===== config.mk =====
export PLATFORM = sky130hd
export DESIGN_NAME = eapc_top
export DESIGN_NICKNAME = d
export VERILOG_FILES = /design/src/logic/eapc_pkg.sv /design/src/logic/eapc_det_if.sv /design/src/logic/eapc_sync_det.sv /design/src/logic/eapc_prio.sv /design/src/logic/eapc_top.sv
export SDC_FILE = /design/constraint.sdc
export NUM_CORES = 1
export LEC_CHECK = 0
export BUFFER_PORTS_ARGS = -buffer_cell sky130_fd_sc_hd__buf_2
export CAP_MARGIN = 20
export CORE_ASPECT_RATIO = 1.75
export CORE_MARGIN = 5
export CORE_UTILIZATION = 50
export CTS_BUF_LIST = sky130_fd_sc_hd__clkbuf_8
export DETAILED_ROUTE_END_ITERATION = 12
export GPL_TIMING_DRIVEN = 0
export PLACE_DENSITY = 0.71
export SYNTH_ARGS = -nofsm -noshare
export SYNTH_HDL_FRONTEND = slang
export SYNTH_SLANG_ARGS = --single-unit
export TNS_END_PERCENT = 100

===== constraint.sdc =====
create_clock -name pclk -period 2 [get_ports pclk]
set_input_delay 0.3 -clock pclk [delete_from_list [all_inputs] [get_ports pclk]]
set_output_delay 0.3 -clock pclk [all_outputs]
set_load 0.1 [all_outputs]

===== src/logic/eapc_pkg.sv =====
// constants shared by the ext-line / pin-change interrupt block
package eapc_pkg;

   // ------------------------------
   // sizes
   // ------------------------------
   localparam int unsigned NL   = 4;   // dedicated lines
   localparam int unsigned NG   = 4;   // pin-change groups
   localparam int unsigned GW   = 8;   // inputs per group
   localparam int unsigned NSRC = NL + NG;
   localparam int unsigned VW   = $clog2(NSRC);
   localparam int unsigned AW   = 12;  // apb address width

   // ------------------------------
   // register indices (byte address = 4 * index)
   // ------------------------------
   localparam logic [7:0] IDX_REDIRECT = 8'h1a;
   localparam logic [7:0] IDX_PC_FLAGS = 8'h1b;
   localparam logic [7:0] IDX_EXT_FLAGS = 8'h1c;
   localparam logic [7:0] IDX_EXT_EN   = 8'h1d;
   localparam logic [7:0] IDX_PC_EN    = 8'h68;
   localparam logic [7:0] IDX_SENSE    = 8'h69;
   localparam logic [7:0] IDX_MASK0    = 8'h6b;
   localparam logic [7:0] IDX_MASK1    = 8'h6c;
   localparam logic [7:0] IDX_MASK2    = 8'h6d;
   localparam logic [7:0] IDX_GLOBAL   = 8'h70;
   localparam logic [7:0] IDX_MASK3    = 8'h73;

   // ------------------------------
   // fields and reset values
   // ------------------------------
   localparam int unsigned RDR_LSB   = 2;     // redirect bits 3..2
   localparam int unsigned GIE_BIT   = 0;     // global enable bit
   localparam logic [3:0] PCF_WMASK  = 4'h7;  // group-3 flag is read only
   localparam logic [7:0] RST_REG    = 8'h00;

   // sense codes
   localparam logic [1:0] SNS_LOW  = 2'h0;
   localparam logic [1:0] SNS_ANY  = 2'h1;
   localparam logic [1:0] SNS_FALL = 2'h2;
   localparam logic [1:0] SNS_RISE = 2'h3;

   // word index from a byte address
   function automatic logic [7:0] reg_idx(input logic [AW-1:0] a);
      return a[9:2];
   endfunction

endpackage


===== src/logic/eapc_det_if.sv =====
// bundle between an input detector and its user
`timescale 1ns/10ps
interface eapc_det_if #(parameter int unsigned W = 4);
   logic [W-1:0] raw;   // unsynchronised level in
   logic [W-1:0] lvl;   // synchronised level
   logic [W-1:0] rise;  // one-cycle rising change
   logic [W-1:0] fall;  // one-cycle falling change
   modport det (input raw, output lvl, rise, fall);
   modport usr (output raw, input lvl, rise, fall);
endinterface


===== src/logic/eapc_sync_det.sv =====
// two-flop synchroniser with previous-sample change detection
`timescale 1ns/10ps
module eapc_sync_det #(
   parameter int unsigned W = 4
) (
   input wire logic  pclk,
   input wire logic  presetn,
   input wire logic  pclk_en,
   eapc_det_if.det   d
);

   // ------------------------------
   // state
   // ------------------------------
   typedef struct packed {
      logic [W-1:0] s1;    // first stage, read by s2 only
      logic [W-1:0] s2;    // settled level
      logic [W-1:0] prev;  // level one clock earlier
      logic [1:0]   fill;  // counts stages filled after reset
   } eapc_det_st_t;

   eapc_det_st_t q;
   eapc_det_st_t n;

   // shift the samples while enabled
   always_comb begin
      n = q;
      if (pclk_en) begin
         n.s1   = d.raw;
         n.s2   = q.s1;
         n.prev = q.s2;
         if (q.fill != 2'h3) begin
            n.fill = q.fill + 2'h1;
         end
      end
   end

   // registers
   always_ff @(posedge pclk or negedge presetn) begin
      if (!presetn) begin
         q <= '0;
      end else begin
         q <= n;
      end
   end

   // no edges until prev holds a real sample, else a high pin
   // after reset would look like a change
   assign d.lvl  = q.s2;
   assign d.rise = (q.fill == 2'h3) ? (q.s2 & ~q.prev) : '0;  // [RL18]
   assign d.fall = (q.fill == 2'h3) ? (~q.s2 & q.prev) : '0;  // [RL18]

   property p_det_change;
      @(posedge pclk) disable iff (!presetn)
      (pclk_en && q.fill == 2'h3) |=> ((d.rise | d.fall) == ($past(q.s1) ^ $past(q.s2)));
   endproperty
   a_det_change: assert property (p_det_change) else $error("change not flagged"); // [RL18]

endmodule


===== src/logic/eapc_prio.sv =====
// fixed-priority pick, lowest index wins
`timescale 1ns/10ps
module eapc_prio #(
   parameter int unsigned N = 8
) (
   input wire logic [N-1:0]         pend,
   output logic                     any,
   output logic [$clog2(N)-1:0]     idx
);

   // scan from the top so the lowest pending index is kept
   always_comb begin
      any = 1'b0;
      idx = '0;
      for (int i = N - 1; i >= 0; i--) begin
         if (pend[i]) begin
            any = 1'b1;
            idx = ($clog2(N))'(i);
         end
      end
   end

endmodule


===== src/logic/eapc_top.sv =====
// ext-line and pin-change interrupt controller with apb slave
//
// Local design decision: the APB interface to the registers.
`timescale 1ns/10ps

// Contract
// [RL1] line enabled by its bit and global enable
// [RL2] pin activity counts even as output
// [RL3] line event sets its flag
// [RL4] taken line vectors, flag cleared on entry
// [RL5] writing one clears a flag; the group-3 flag ignores writes (PCF_WMASK)
// [RL6] low-level mode holds line flag cleared
// [RL7] sleep with lines off cuts input buffers
// [RL8] redirect bit picks line three pin
// [RL9] redirect bit picks line two pin
// [RL10] group k covers 8k..8k+7, enabled with global
// [RL11] each group has its own vector
// [RL12] change on enabled input sets group flag
// [RL13] taken group vectors, flag cleared on entry
// [RL14] per-input mask gates each input
// [RL15] two sense bits choose level or edge
// [RL16] low level keeps requesting while low
// [RL17] pin changes detected for wake-up
// [RL18] change equals sample differing from previous
module eapc_top (
   input wire logic                  pclk,
   input wire logic                  presetn,
   input wire logic                  pclk_en,
   input wire logic                  psel,
   input wire logic                  penable,
   input wire logic                  pwrite,
   input wire logic [11:0]           paddr,
   input wire logic [31:0]           pwdata,
   output logic [31:0]               prdata,
   output logic                      pready,
   output logic                      pslverr,
   input wire logic [3:0]            ext_line_pins,
   input wire logic                  line_two_alternate_pin,
   input wire logic                  line_three_alternate_pin,
   input wire logic [31:0]           change_sensed_inputs,
   input wire logic                  sleep_req,
   input wire logic                  irq_ack,
   output logic                      irq,
   output logic [2:0]                irq_vector,
   output logic [3:0]                ext_line_buffer_off
);

   localparam int unsigned NL = eapc_pkg::NL;
   localparam int unsigned NG = eapc_pkg::NG;
   localparam int unsigned GW = eapc_pkg::GW;
   localparam int unsigned VW = eapc_pkg::VW;

   // ------------------------------
   // state
   // ------------------------------
   typedef struct packed {
      logic [1:0]       rdr;    // line source selects
      logic [NG-1:0]    pcf;    // group flags
      logic [NL-1:0]    ef;     // line flags
      logic [NL-1:0]    een;    // line enables
      logic [NG-1:0]    pcen;   // group enables
      logic [2*NL-1:0]  sense;  // two bits per line
      logic [NG*GW-1:0] mask;   // per-input masks
      logic             gie;    // global enable
      logic             irq;    // request out
      logic [VW-1:0]    vec;    // vector id out
      logic [NL-1:0]    boff;   // input buffers off
      logic [7:0]       rdat;   // read data
      logic             rdy;    // apb ready
      logic             err;    // apb error
   } eapc_top_st_t;

   eapc_top_st_t q;
   eapc_top_st_t n;

   // ------------------------------
   // helpers
   // ------------------------------
   logic [7:0]        idx;       // decoded word index
   logic              wr;        // write completes this edge
   logic              setup;     // apb setup cycle
   logic [7:0]        rd;        // read mux
   logic              hit;       // address mapped
   logic [NL-1:0]     w1c_ef;    // software clears, lines
   logic [NG-1:0]     w1c_pc;    // software clears, groups
   logic [NL-1:0]     ack_ext;   // entry clears, lines
   logic [NG-1:0]     ack_pc;    // entry clears, groups
   logic [NL-1:0]     ext_sel;   // chosen line pins
   logic [NL-1:0]     ext_set;   // line events
   logic [NG-1:0]     pc_set;    // group events
   logic [NG*GW-1:0]  pc_chg;    // any change per input
   logic [NL+NG-1:0]  pend;      // requests to arbitrate
   logic              any;       // something pending
   logic [VW-1:0]     pick;      // winning source

   // sense decode, used by flags and requests
   function automatic logic is_low(input logic [1:0] s);
      return s == eapc_pkg::SNS_LOW;
   endfunction

   function automatic logic sense_hit(input logic [1:0] s, input logic r, input logic f);
      logic h;
      h = 1'b0;
      unique case (s)  // [RL15]
         eapc_pkg::SNS_LOW:  h = 1'b0;
         eapc_pkg::SNS_ANY:  h = r | f;
         eapc_pkg::SNS_FALL: h = f;
         eapc_pkg::SNS_RISE: h = r;
      endcase
      return h;
   endfunction

   // ------------------------------
   // pin paths
   // ------------------------------
   eapc_det_if #(.W(NL))      ext_if ();
   eapc_det_if #(.W(NG * GW)) pc_if ();

   // pins are read raw whatever their port direction, so
   // software can raise a request by driving them
   always_comb begin
      ext_sel    = ext_line_pins;  // [RL2]
      ext_sel[2] = q.rdr[0] ? line_two_alternate_pin : ext_line_pins[2];    // [RL9]
      ext_sel[3] = q.rdr[1] ? line_three_alternate_pin : ext_line_pins[3];  // [RL8]
   end

   // a disabled input buffer reads low; that change may flag
   assign ext_if.raw = ext_sel & ~q.boff;  // [RL7]
   assign pc_if.raw  = change_sensed_inputs;

   // synchronous stand-in for the async detectors: only sees pulses
   // that span an enabled clock edge, needs the clock running
   eapc_sync_det #(.W(NL)) u_ext_det (
      .pclk    (pclk),
      .presetn (presetn),
      .pclk_en (pclk_en),
      .d       (ext_if.det)
   );

   eapc_sync_det #(.W(NG * GW)) u_pc_det (  // [RL17]
      .pclk    (pclk),
      .presetn (presetn),
      .pclk_en (pclk_en),
      .d       (pc_if.det)
   );

   assign pc_chg = pc_if.rise | pc_if.fall;

   // ------------------------------
   // events and requests
   // ------------------------------
   for (genvar i = 0; i < NL; i++) begin : g_line
      assign ext_set[i] = sense_hit(q.sense[2*i +: 2], ext_if.rise[i], ext_if.fall[i]);  // [RL3]
      // level mode asks straight from the pin, edge modes from the flag
      assign pend[i] = q.gie & q.een[i]  // [RL1]
                       & (is_low(q.sense[2*i +: 2]) ? ~ext_if.lvl[i] : q.ef[i]);  // [RL16]
   end

   for (genvar k = 0; k < NG; k++) begin : g_grp
      // group k owns inputs 8k..8k+7
      assign pc_set[k] = q.pcen[k] & (|(pc_chg[k*GW +: GW] & q.mask[k*GW +: GW]));  // [RL12] [RL14]
      assign pend[NL+k] = q.gie & q.pcen[k] & q.pcf[k];  // [RL10]
   end

   // vector ids 0..3 lines, 4..7 groups
   eapc_prio #(.N(NL + NG)) u_prio (  // [RL11]
      .pend (pend),
      .any  (any),
      .idx  (pick)
   );

   // ------------------------------
   // register read mux
   // ------------------------------
   always_comb begin
      rd  = 8'h00;
      hit = 1'b1;
      case (idx)
         eapc_pkg::IDX_REDIRECT:  rd[eapc_pkg::RDR_LSB +: 2] = q.rdr;
         eapc_pkg::IDX_PC_FLAGS:  rd[NG-1:0] = q.pcf;
         eapc_pkg::IDX_EXT_FLAGS: rd[NL-1:0] = q.ef;
         eapc_pkg::IDX_EXT_EN:    rd[NL-1:0] = q.een;
         eapc_pkg::IDX_PC_EN:     rd[NG-1:0] = q.pcen;
         eapc_pkg::IDX_SENSE:     rd = q.sense;
         eapc_pkg::IDX_MASK0:     rd = q.mask[0*GW +: GW];
         eapc_pkg::IDX_MASK1:     rd = q.mask[1*GW +: GW];
         eapc_pkg::IDX_MASK2:     rd = q.mask[2*GW +: GW];
         eapc_pkg::IDX_MASK3:     rd = q.mask[3*GW +: GW];
         eapc_pkg::IDX_GLOBAL:    rd[eapc_pkg::GIE_BIT] = q.gie;
         default:                 hit = 1'b0;  // unmapped
      endcase
   end

   // ------------------------------
   // next state
   // ------------------------------
   always_comb begin
      n       = q;
      idx     = eapc_pkg::reg_idx(paddr);
      setup   = psel & ~penable;
      wr      = psel & penable & q.rdy & pwrite;
      w1c_ef  = '0;
      w1c_pc  = '0;
      ack_ext = '0;
      ack_pc  = '0;
      // entry clears the flag of the vector shown
      for (int i = 0; i < NL; i++) begin
         ack_ext[i] = irq_ack & q.irq & (q.vec == VW'(i));  // [RL4]
      end
      for (int k = 0; k < NG; k++) begin
         ack_pc[k] = irq_ack & q.irq & (q.vec == VW'(NL + k));  // [RL13]
      end
      if (pclk_en) begin
         // zero-wait answer: ready in the first access cycle
         n.rdy = setup;
         n.err = setup & ~hit;
         if (setup) begin
            n.rdat = rd;
         end
         if (wr) begin
            case (idx)
               eapc_pkg::IDX_REDIRECT:  n.rdr = pwdata[eapc_pkg::RDR_LSB +: 2];
               eapc_pkg::IDX_PC_FLAGS:  w1c_pc = pwdata[NG-1:0] & eapc_pkg::PCF_WMASK;  // [RL5]
               eapc_pkg::IDX_EXT_FLAGS: w1c_ef = pwdata[NL-1:0];  // [RL5]
               eapc_pkg::IDX_EXT_EN:    n.een = pwdata[NL-1:0];
               eapc_pkg::IDX_PC_EN:     n.pcen = pwdata[NG-1:0];
               eapc_pkg::IDX_SENSE:     n.sense = pwdata[7:0];
               eapc_pkg::IDX_MASK0:     n.mask[0*GW +: GW] = pwdata[GW-1:0];
               eapc_pkg::IDX_MASK1:     n.mask[1*GW +: GW] = pwdata[GW-1:0];
               eapc_pkg::IDX_MASK2:     n.mask[2*GW +: GW] = pwdata[GW-1:0];
               eapc_pkg::IDX_MASK3:     n.mask[3*GW +: GW] = pwdata[GW-1:0];
               eapc_pkg::IDX_GLOBAL:    n.gie = pwdata[eapc_pkg::GIE_BIT];
               default:                 w1c_ef = '0;  // unmapped: write dropped, error stands one cycle
            endcase
         end
         // set wins over any clear in the same edge
         n.ef  = (q.ef & ~w1c_ef & ~ack_ext) | ext_set;
         n.pcf = (q.pcf & ~w1c_pc & ~ack_pc) | pc_set;
         for (int i = 0; i < NL; i++) begin
            if (is_low(q.sense[2*i +: 2])) begin
               n.ef[i] = 1'b0;  // [RL6]
            end
         end
         // buffers off only for lines that cannot interrupt
         n.boff = sleep_req ? ~(q.een & {NL{q.gie}}) : '0;  // [RL7]
         n.irq  = any;
         n.vec  = pick;
      end
   end

   // ------------------------------
   // registers
   // ------------------------------
   always_ff @(posedge pclk or negedge presetn) begin
      if (!presetn) begin
         q <= '0;
      end else begin
         q <= n;
      end
   end

   // ------------------------------
   // outputs, all from flops
   // ------------------------------
   assign prdata              = {24'h000000, q.rdat};
   assign pready              = q.rdy;
   assign pslverr             = q.err;
   assign irq                 = q.irq;
   assign irq_vector          = q.vec;
   assign ext_line_buffer_off = q.boff;

   // ------------------------------
   // checks
   // ------------------------------
   property p_gie_off;
      @(posedge pclk) disable iff (!presetn)
      (pclk_en && !q.gie) |=> !irq;
   endproperty
   a_gie_off: assert property (p_gie_off) else $error("irq with global enable off"); // [RL1]

   property p_line_set;
      @(posedge pclk) disable iff (!presetn)
      (pclk_en && ext_set[0]) |=> q.ef[0];
   endproperty
   a_line_set: assert property (p_line_set) else $error("line flag not set"); // [RL3]

   property p_line_ack;
      @(posedge pclk) disable iff (!presetn)
      (pclk_en && irq_ack && q.irq && q.vec == 3'h0 && !ext_set[0]) |=> !q.ef[0];
   endproperty
   a_line_ack: assert property (p_line_ack) else $error("entry did not clear line flag"); // [RL4]

   property p_w1c;
      @(posedge pclk) disable iff (!presetn)
      (pclk_en && wr && idx == eapc_pkg::IDX_EXT_FLAGS && pwdata[1] && !ext_set[1]) |=> !q.ef[1];
   endproperty
   a_w1c: assert property (p_w1c) else $error("write one did not clear"); // [RL5]

   property p_low_clr;
      @(posedge pclk) disable iff (!presetn)
      (pclk_en && q.sense[5:4] == eapc_pkg::SNS_LOW) |=> !q.ef[2];
   endproperty
   a_low_clr: assert property (p_low_clr) else $error("level-mode flag set"); // [RL6]

   property p_sleep_buf;
      @(posedge pclk) disable iff (!presetn)
      (pclk_en && sleep_req && !q.een[1]) |=> ext_line_buffer_off[1];
   endproperty
   a_sleep_buf: assert property (p_sleep_buf) else $error("buffer left on in sleep"); // [RL7]

   property p_level_req;
      @(posedge pclk) disable iff (!presetn)
      (pclk_en && q.gie && q.een[0] && q.sense[1:0] == eapc_pkg::SNS_LOW && !ext_if.lvl[0]) |=> irq;
   endproperty
   a_level_req: assert property (p_level_req) else $error("low level not requesting"); // [RL16]

   property p_mask_gate;
      @(posedge pclk) disable iff (!presetn)
      (pclk_en && !q.pcf[0] && (pc_chg[7:0] & q.mask[7:0]) == 8'h00) |=> !q.pcf[0];
   endproperty
   a_mask_gate: assert property (p_mask_gate) else $error("masked input set flag"); // [RL14]

   property p_grp_ack;
      @(posedge pclk) disable iff (!presetn)
      (pclk_en && irq_ack && q.irq && q.vec == 3'h4 && !pc_set[0]) |=> !q.pcf[0];
   endproperty
   a_grp_ack: assert property (p_grp_ack) else $error("entry did not clear group flag"); // [RL13]

   property p_grp_set;
      @(posedge pclk) disable iff (!presetn)
      (pclk_en && pc_set[1]) |=> q.pcf[1] ##1 (irq || !(q.gie && q.pcen[1]) || $past(irq_ack));
   endproperty
   a_grp_set: assert property (p_grp_set) else $error("group change lost"); // [RL12]

endmodule


==> results of run 1 <==
[final timing paths]
check | startpoint | end | slack [ps] | cells past startpoint
min in group asynchronous | presetn | u_pc_det.q[69] | 380 | 2
worst max register to register | pready | q[51] | 80 | 5
worst max-delay path | pready | q[51] | 80 | 5
worst min-delay path | change_sensed_inputs[11] | u_pc_det.q[77] | 50 | 2
max in group asynchronous | presetn | pready | 630 | 3
worst min register to register | u_ext_det.q[0] | u_ext_det.q[0] | 490 | 1
[cell families (layout without fill, tap and decap cells)]
| group | count (synthesis) | after routing | synth area share, % |
|---|---|---|---|
| compound gates | 135 | 135 | 9.39 |
| xor+xnor | 2 | 2 | 0.190 |
| fa+ha+maj | 4 | 4 | 0.515 |
| buf+inv | 81 | 193 | 5.03 |
| flops | 189 | 189 | 51.3 |
| mux | 179 | 179 | 21.6 |
| other cells | 1 | 24 | 0.0406 |
| simple gates | 191 | 191 | 11.9 |
[layout make-up]
cell class	instances	area, um2	area share, %
Clock inverter	15	139	1.32
Tap cell	234	293	2.79
Clock buffer	17	234	2.23
Multi-Input combinational cell	535	4140	39.4
Timing Repair Buffer	81	460	4.39
Inverter	5	18.8	0.179
Buffer	75	477	4.54
Sequential cell	189	4730	45.1
[power by group through the flow]
stage | registers [uW] | logic, uW | clock network [uW]
finish | 4540 | 2150 | 2430
global route | 4610 | 2340 | 2630
CTS | 4530 | 2140 | 2490
detailed placement | 4610 | 2060 | 0
global placement | 4580 | 2010 | 0
floorplan | 4540 | 1510 | 0
[sequential cells by signal, summed over array words and instances (netlist names)]
register and cells:
u_ext_det.q 10, u_ext_det.d.lvl 4, q 59, pready 1, irq_vector 3, u_pc_det.d.lvl 32, pslverr 1, u_pc_det.q 66
irq 1, ext_line_buffer_off 4, prdata 8
[metal layers]
layer | up-vias | GRT usage [%]
met5 | - | 0
met4 | 0 | 15.6
met3 | 79 | 3.98
met2 | 220 | 38.4
met1 | 3209 | 23.3
li1 | 3036 | -
[repair_timing]
item,CTS,global route
setup endpoints to repair,12,31
pin swaps,2,4
hold buffers,1,0
setup buffers,0,2
resized for setup,17,3
endpoints found under the hold margin,78,0
[cells in the mapped netlist (all sizes together) (3+ instances only)]
master   count
dfrtp      189
mux2       164
nand2       62
o21ai       53
buf         52
nand3b      39
nor2        26
clkbuf      24
a22oi       18
mux2i       15
a21oi       13
and3        13
a31oi       12
nand3        8
o2bb2ai      8
nand4        6
nor2b        6
nor3         6
a32o         5
inv          5
nand2b       5
a31o         4
and2         4
o22ai        4
a211oi       3
a21o         3
ha           3
o31ai        3
or3          3
[through the flow]
stage | setup slack [ps] | setup TNS, ps | instance area [um2] | hold WS [ps] | cells
2_1_floorplan | 44.0 | 0 | 9320 | 4.41 | 805
3_3_place_gp | -3120 | -470000 | 9990 | 462 | 1116
3_5_place_dp | -324 | -4540 | 10000 | 332 | 1117
4_1_cts | 9.66 | 0 | 10500 | 29.1 | 1149
5_1_grt | -10.9 | -10.9 | 10500 | 30.0 | 1151
6_report | 79.1 | 0 | 10500 | 51.8 | 1151
==> flow_summary_export.csv, run 1 <==
group,metric,value,unit
floorplan,dieWidth,113,um
synth,synth.ff_latch_count,189,
synth,syn-mean-instance-area,11.8,um2
drt,finalWirelength,22800,um
critical_path,setup.worst_path.start_class,"flip-flop",
place,place.port_buffers,77,
worst_hold_path,holdCritPathClass,"input pin to flip-flop",
cts,ctsLongestPathBuffers,2,
critical_path,cp_cell_sequence,"nand4_1 -> nor2_4 -> buf_12 -> nand4_2 -> mux2_1",
drt,route.detailed.wl_per_inst,19.8,um
pwr,total_power,9120,uW
synth,yosys.cell_types.count,65,
pwr,max_rail_drop_vdd,0.000588,V
sta,timing_worst_slew_pin_value,865,ps
synth,synth-warning-count,0,
cells_and_area,post_route_cells_drive_above_1_share,32.6,%
drt,ratio_of_routed_vias_to_standard_cells,5.69,
cells_and_area,final_net_count,997,
drt,wl_met1,8100,um
critical_path,largest_stage_delay_on_the_critical_path,440,ps
synth,synth-main-ff-cell,"dfrtp_1",
flow_run,max-cap-violations,0,
floorplan,floorplan.io_pins,132,
sta,finalWorstPathRequiredPeriod,1920,ps
sta,final.period_utilization,96.0,%
cells_and_area,top_library_cells_by_usage_in_the_layout_fill_and_taps_aside,"dfrtp_1 (188), mux2_2 (121), buf_2 (81)",
cells_and_area,fin_util,57.9,%
sta,grt_setup_unrepaired,"yes",
floorplan,floorplan_die_area,21400,um2
pwr,switching_share,33.5,%
cts,cts-root-buf,"clkbuf_8",
synth,synth-edff-count,0,
pwr,share_comb_of_total_power,23.6,%
cts,clock_tree.htree_level_count,4,
pwr,leakagePower,0.00480,uW
global_route,grt.overflow.total,0,
synth,postSynth.asyncResetShare,100,%
place,place.gp.congestion,0.922,
pwr,pwr-share-clk,26.7,%
drt,met3WireLength,1120,um
cells_and_area,area_delta_synth_final,13.7,%
critical_path,critical_path_buf_inv_count,1,
sta,final-max-slew-violation-count,0,
synth,post-synth-top-area-fraction,51.3,%
critical_path,critPathTopFamily,"simple AND/OR/NAND/NOR gates",
pwr,p_seq_share,49.7,%
place,dpl_wire_length,17400,um
cells_and_area,number_of_antenna_cells_inserted,0,
global_route,grt_pass1_wl,36200,um
critical_path,endpoint_class_of_the_critical_path,"flip-flop",
sta,timing_hold_violations_final,0,
sta,finalSetupViolations,0,
cts,tritoncts,"done",
drt,dr.max_layer_used,"met4",
run_status,run_status,"finished clean",
drt,num_vias,6544,
cells_and_area,fillers,1571,
cts,clock_latency,470,ps
global_route,first_global_vias,6735,
synth,seq_area_frac_synth,51.3,%
cts,clkTransAtPathRegs,100,ps
sta,fmax,521,MHz
drt,drc,0,
floorplan,floorplan.initialDensity,50.9,%
pwr,power.switching,3060,uW
global_route,grt_use_total,21.9,%
drt,drt_first_pass_iters,5,
cts,tritoncts.num_buffers,17,
critical_path,critical_path_class,"flip-flop to flip-flop",
cells_and_area,mostFrequentLayoutCell,"dfrtp_1",
floorplan,core-area,18100,um2
synth,yosys-top-cells-area,"dfrtp_1 (51%), mux2_2 (15%), mux2_1 (5.2%)",
drt,met2RoutedLength,11800,um
synth,netlist_area,9230,um2
synth,post-synth-top-area-cell,"dfrtp_1",
pwr,intPower,6070,uW
pwr,power_per_cell_area,870,nW/um2
floorplan,row_count,65,
sta,final.setup_skew,12.5,ps
critical_path,critical-path-slowest-cell,"mux2_1",
synth,synth_cells,782,
floorplan,die_height,190,um
critical_path,worstPathArrival,2290,ps
cts,tritoncts_num_sinks,189,
sta,max-slew-margin-rel,42.3,%
drt,detail_route.iter0.violations,399,
critical_path,cp.required,2370,ps
global_route,grt_start_max_net_pins,112,
global_route,grt_antenna_before_repair,0,
critical_path,crit_path_max_fanout,9,
drt,drtAntennaViolNets,0,
Power figures use the tool's default switching activity.
==> inputs of run 2 (changes only) <==
--- a/config.mk
+++ b/config.mk
@@ -5,15 +5,19 @@
 export SDC_FILE = /design/constraint.sdc
 export NUM_CORES = 1
 export LEC_CHECK = 0
+export ABC_AREA = 1
 export BUFFER_PORTS_ARGS = -buffer_cell sky130_fd_sc_hd__buf_2
 export CAP_MARGIN = 20
+export CELL_PAD_IN_SITES_DETAIL_PLACEMENT = 1
+export CELL_PAD_IN_SITES_GLOBAL_PLACEMENT = 2
 export CORE_ASPECT_RATIO = 1.75
 export CORE_MARGIN = 5
-export CORE_UTILIZATION = 50
+export CORE_UTILIZATION = 35
 export CTS_BUF_LIST = sky130_fd_sc_hd__clkbuf_8
 export DETAILED_ROUTE_END_ITERATION = 12
 export GPL_TIMING_DRIVEN = 0
-export PLACE_DENSITY = 0.71
+export PLACE_DENSITY_LB_ADDON = 0.1
+export SLEW_MARGIN = 0
 export SYNTH_ARGS = -nofsm -noshare
 export SYNTH_HDL_FRONTEND = slang
 export SYNTH_SLANG_ARGS = --single-unit
==> flow_summary_export.csv, run 2 <==
group,metric,value,unit
cts,tritoncts,"done",
sta,final.period_utilization,92.9,%
synth,seq_area_frac_synth,50.9,%
floorplan,floorplan_die_area,30000,um2
drt,ratio_of_routed_vias_to_standard_cells,4.91,
global_route,grt_antenna_before_repair,0,
cells_and_area,mostFrequentLayoutCell,"nand2_1",
sta,fmax,538,MHz
worst_hold_path,worst_hold_startpoint,"ext_line_pins[0]",
synth,synth-edff-count,0,
synth,synth_cells,1187,
critical_path,setup.worst_path.start_class,"flip-flop",
synth,yosys-mux-area-fraction,0.458,%
sta,final.setup_skew,9.90,ps
synth,post_synth_fa_ha_maj_area_fraction,0.404,%
drt,drc,0,
cts,cts_post_setup_buffers_inserted,0,
critical_path,cp.required,1700,ps
global_route,grt_start_max_net_pins,97,
sta,grt_setup_unrepaired,"no",
cells_and_area,max_flop_register,"u_pc_det.q",
synth,netlist_top_cells_count,"nand2_1 (388), dfrtp_1 (189), o21ai_0 (167)",
cells_and_area,finalNonFillerCells,1678,
critical_path,r2r_end,"q[72]",
cts,clock_tree.htree_level_count,4,
synth,synth_simple_gate_area_share,25.1,%
pwr,max_rail_drop_vdd,0.000407,V
critical_path,critical_path_class,"flip-flop to output pin",
critical_path,reg2regPathDepth,10,
sta,timing_worst_slew_pin_value,769,ps
sta,timing_hold_violations_final,0,
synth,synthMostInstantiatedCell,"nand2_1",
sta,final-max-slew-violation-count,0,
cts,tritoncts_num_sinks,189,
critical_path,worstPathArrival,1560,ps
cts,cts-root-buf,"clkbuf_8",
floorplan,floorplan.io_pins,132,
drt,met2RoutedLength,17500,um
place,place.gp.congestion,0.841,
pwr,leakagePower,0.00560,uW
worst_hold_path,hold_path_depth,3,
critical_path,worst_r2r_setup_slack,170,ps
pwr,power_per_cell_area,829,nW/um2
cells_and_area,number_of_antenna_cells_inserted,0,
sta,finalWorstPathRequiredPeriod,1860,ps
synth,synth_xor_xnor_area_share,0.189,%
sta,finalSetupViolations,0,
floorplan,core-area,26400,um2
synth,synth-main-ff-cell,"dfrtp_1",
floorplan,floorplan.initialDensity,35.2,%
drt,wl_met1,11900,um
floorplan,row_count,79,
worst_hold_path,holdCritPathClass,"input pin to flip-flop",
global_route,first_global_vias,8819,
cts,clock_latency,490,ps
place,post-place-cells,1613,
global_route,grt_pass1_wl,49000,um
critical_path,endpoint_class_of_the_critical_path,"output pin",
drt,num_vias,8247,
critical_path,crit_path_max_fanout,8,
drt,drt_first_pass_iters,4,
synth,synth_top_family_by_area,"simple AND/OR/NAND/NOR gates",
synth,netlist_area,9290,um2
cts,clkTransAtPathRegs,100,ps
worst_hold_path,worst_hold_endpoint,"u_ext_det.q[10]",
floorplan,dieWidth,133,um
cells_and_area,top_library_cells_by_usage_in_the_layout_fill_and_taps_aside,"nand2_1 (388), dfrtp_1 (188), o21ai_0 (167)",
cts,ctsLongestPathBuffers,2,
cts,tritoncts.num_buffers,17,
global_route,grt_use_total,21.4,%
cells_and_area,fin_util,41.7,%
synth,yosys.cell_types.count,37,
synth,synth_area_in_compound_gates,12.6,%
place,place.port_buffers,78,
drt,met3WireLength,656,um
cells_and_area,area_delta_synth_final,18.5,%
sta,max-slew-margin-rel,48.7,%
cells_and_area,final_net_count,1434,
drt,finalWirelength,31400,um
synth,yosys-top-cells-area,"dfrtp_1 (51%), nand2_1 (16%), o21ai_0 (9.0%)",
floorplan,die_height,226,um
global_route,grt.overflow.total,0,
synth,post-synth-top-area-fraction,50.9,%
synth,syn-mean-instance-area,7.83,um2
place,dpl_wire_length,23800,um
synth,synth.ff_latch_count,189,
run_status,run_status,"finished clean",
drt,dr.max_layer_used,"met4",
drt,detail_route.iter0.violations,321,
synth,postSynth.asyncResetShare,100,%
critical_path,crit-reg2reg-launch,"u_pc_det.q[0]",
synth,synth-warning-count,0,
cells_and_area,largest_reg_flops,66,
cells_and_area,post_route_cells_drive_above_1_share,15.1,%
drt,route.detailed.wl_per_inst,18.7,um
synth,post-synth-top-area-cell,"dfrtp_1",
drt,drtAntennaViolNets,0,
flow_run,max-cap-violations,0,
==> run 2: changes by cell type in the layout (fill, tap and decap cells not counted), moves of 43 or more <==
cell,change
mux2_1,-43
inv_1,+117
nand2_1,+326
nand3_1,+84
mux2_2,-119
o21ai_0,+131
==> run 2: final cells by class <==
type | instances | area, um2
buffer | 83 | 508
clock buffer | 21 | 289
clock inverter | 11 | 161
fill | 3320 | 15400
inverter | 124 | 465
multi-input combinational | 814 | 3690
sequential | 189 | 4730
tap | 324 | 405
timing repair buffer | 112 | 758
==> run 2: metal layers <==
metal | global-route usage, % | vias to the layer above
met5 | 0 | -
met4 | 9.10 | 0
met3 | 3.28 | 46
met2 | 41.4 | 111
met1 | 22.7 | 4057
li1 | - | 4033
==> run 2: cell families after synthesis <==
family	count (synthesis)
buffers and inverters	207
and+or+nand+nor	556
adders and majority gates	3
xor gates and xnor gates	2
muxes	4
DFF	189
AOI/OAI and AO/OA	225
other	1
==> run 2: power breakdown <==
group / internal [uW] / switching [uW] / total (uW)
combinational: 525 / 1330 / 1850
clock: 1490 / 1460 / 2950
sequential: 4130 / 196 / 4330
total: 6150 / 2980 / 9130
==> run 2: how the worst max path moves through the flow <==
stage                     cells past startpoint  slack [ps]           from             to
after floorplan                               6         310         pready          q[57]
after CTS                                    10          40  u_pc_det.q[0]          q[74]
after global placement                        1       -3070        presetn         pready
after detailed placement                     10        -260  u_pc_det.q[0]          q[74]
final                                         2         140  irq_vector[0]  irq_vector[0]
after global routing                         10          10  u_pc_det.q[0]          q[72]
==> run 2: metrics by stage <==
stage               total power (uW)  area [um2]  setup WS, ps  setup TNS, ps  hold WS (ps)
floorplan                       5540        9380           310              0          4.41
global placement                6140       10200         -3070        -519830           454
detailed placement              6210       10200          -259          -1050           399
CTS                             9220       11000          40.7              0          12.3
global route                    9580       11000          11.1              0          12.3
finish                          9130       11000           143              0          49.6
==> run 2: critical path, cell delays in order, from the launching register on <==
cell and delay (ps):
dfrtp_1 500, buf_4 150, buf_2 410
==> run 2: what timing repair did <==
item                                   CTS  global route
gates resized for setup                  6            11
endpoints found under the hold margin  127             0
hold buffers                            33             0
setup endpoints to repair                4             4
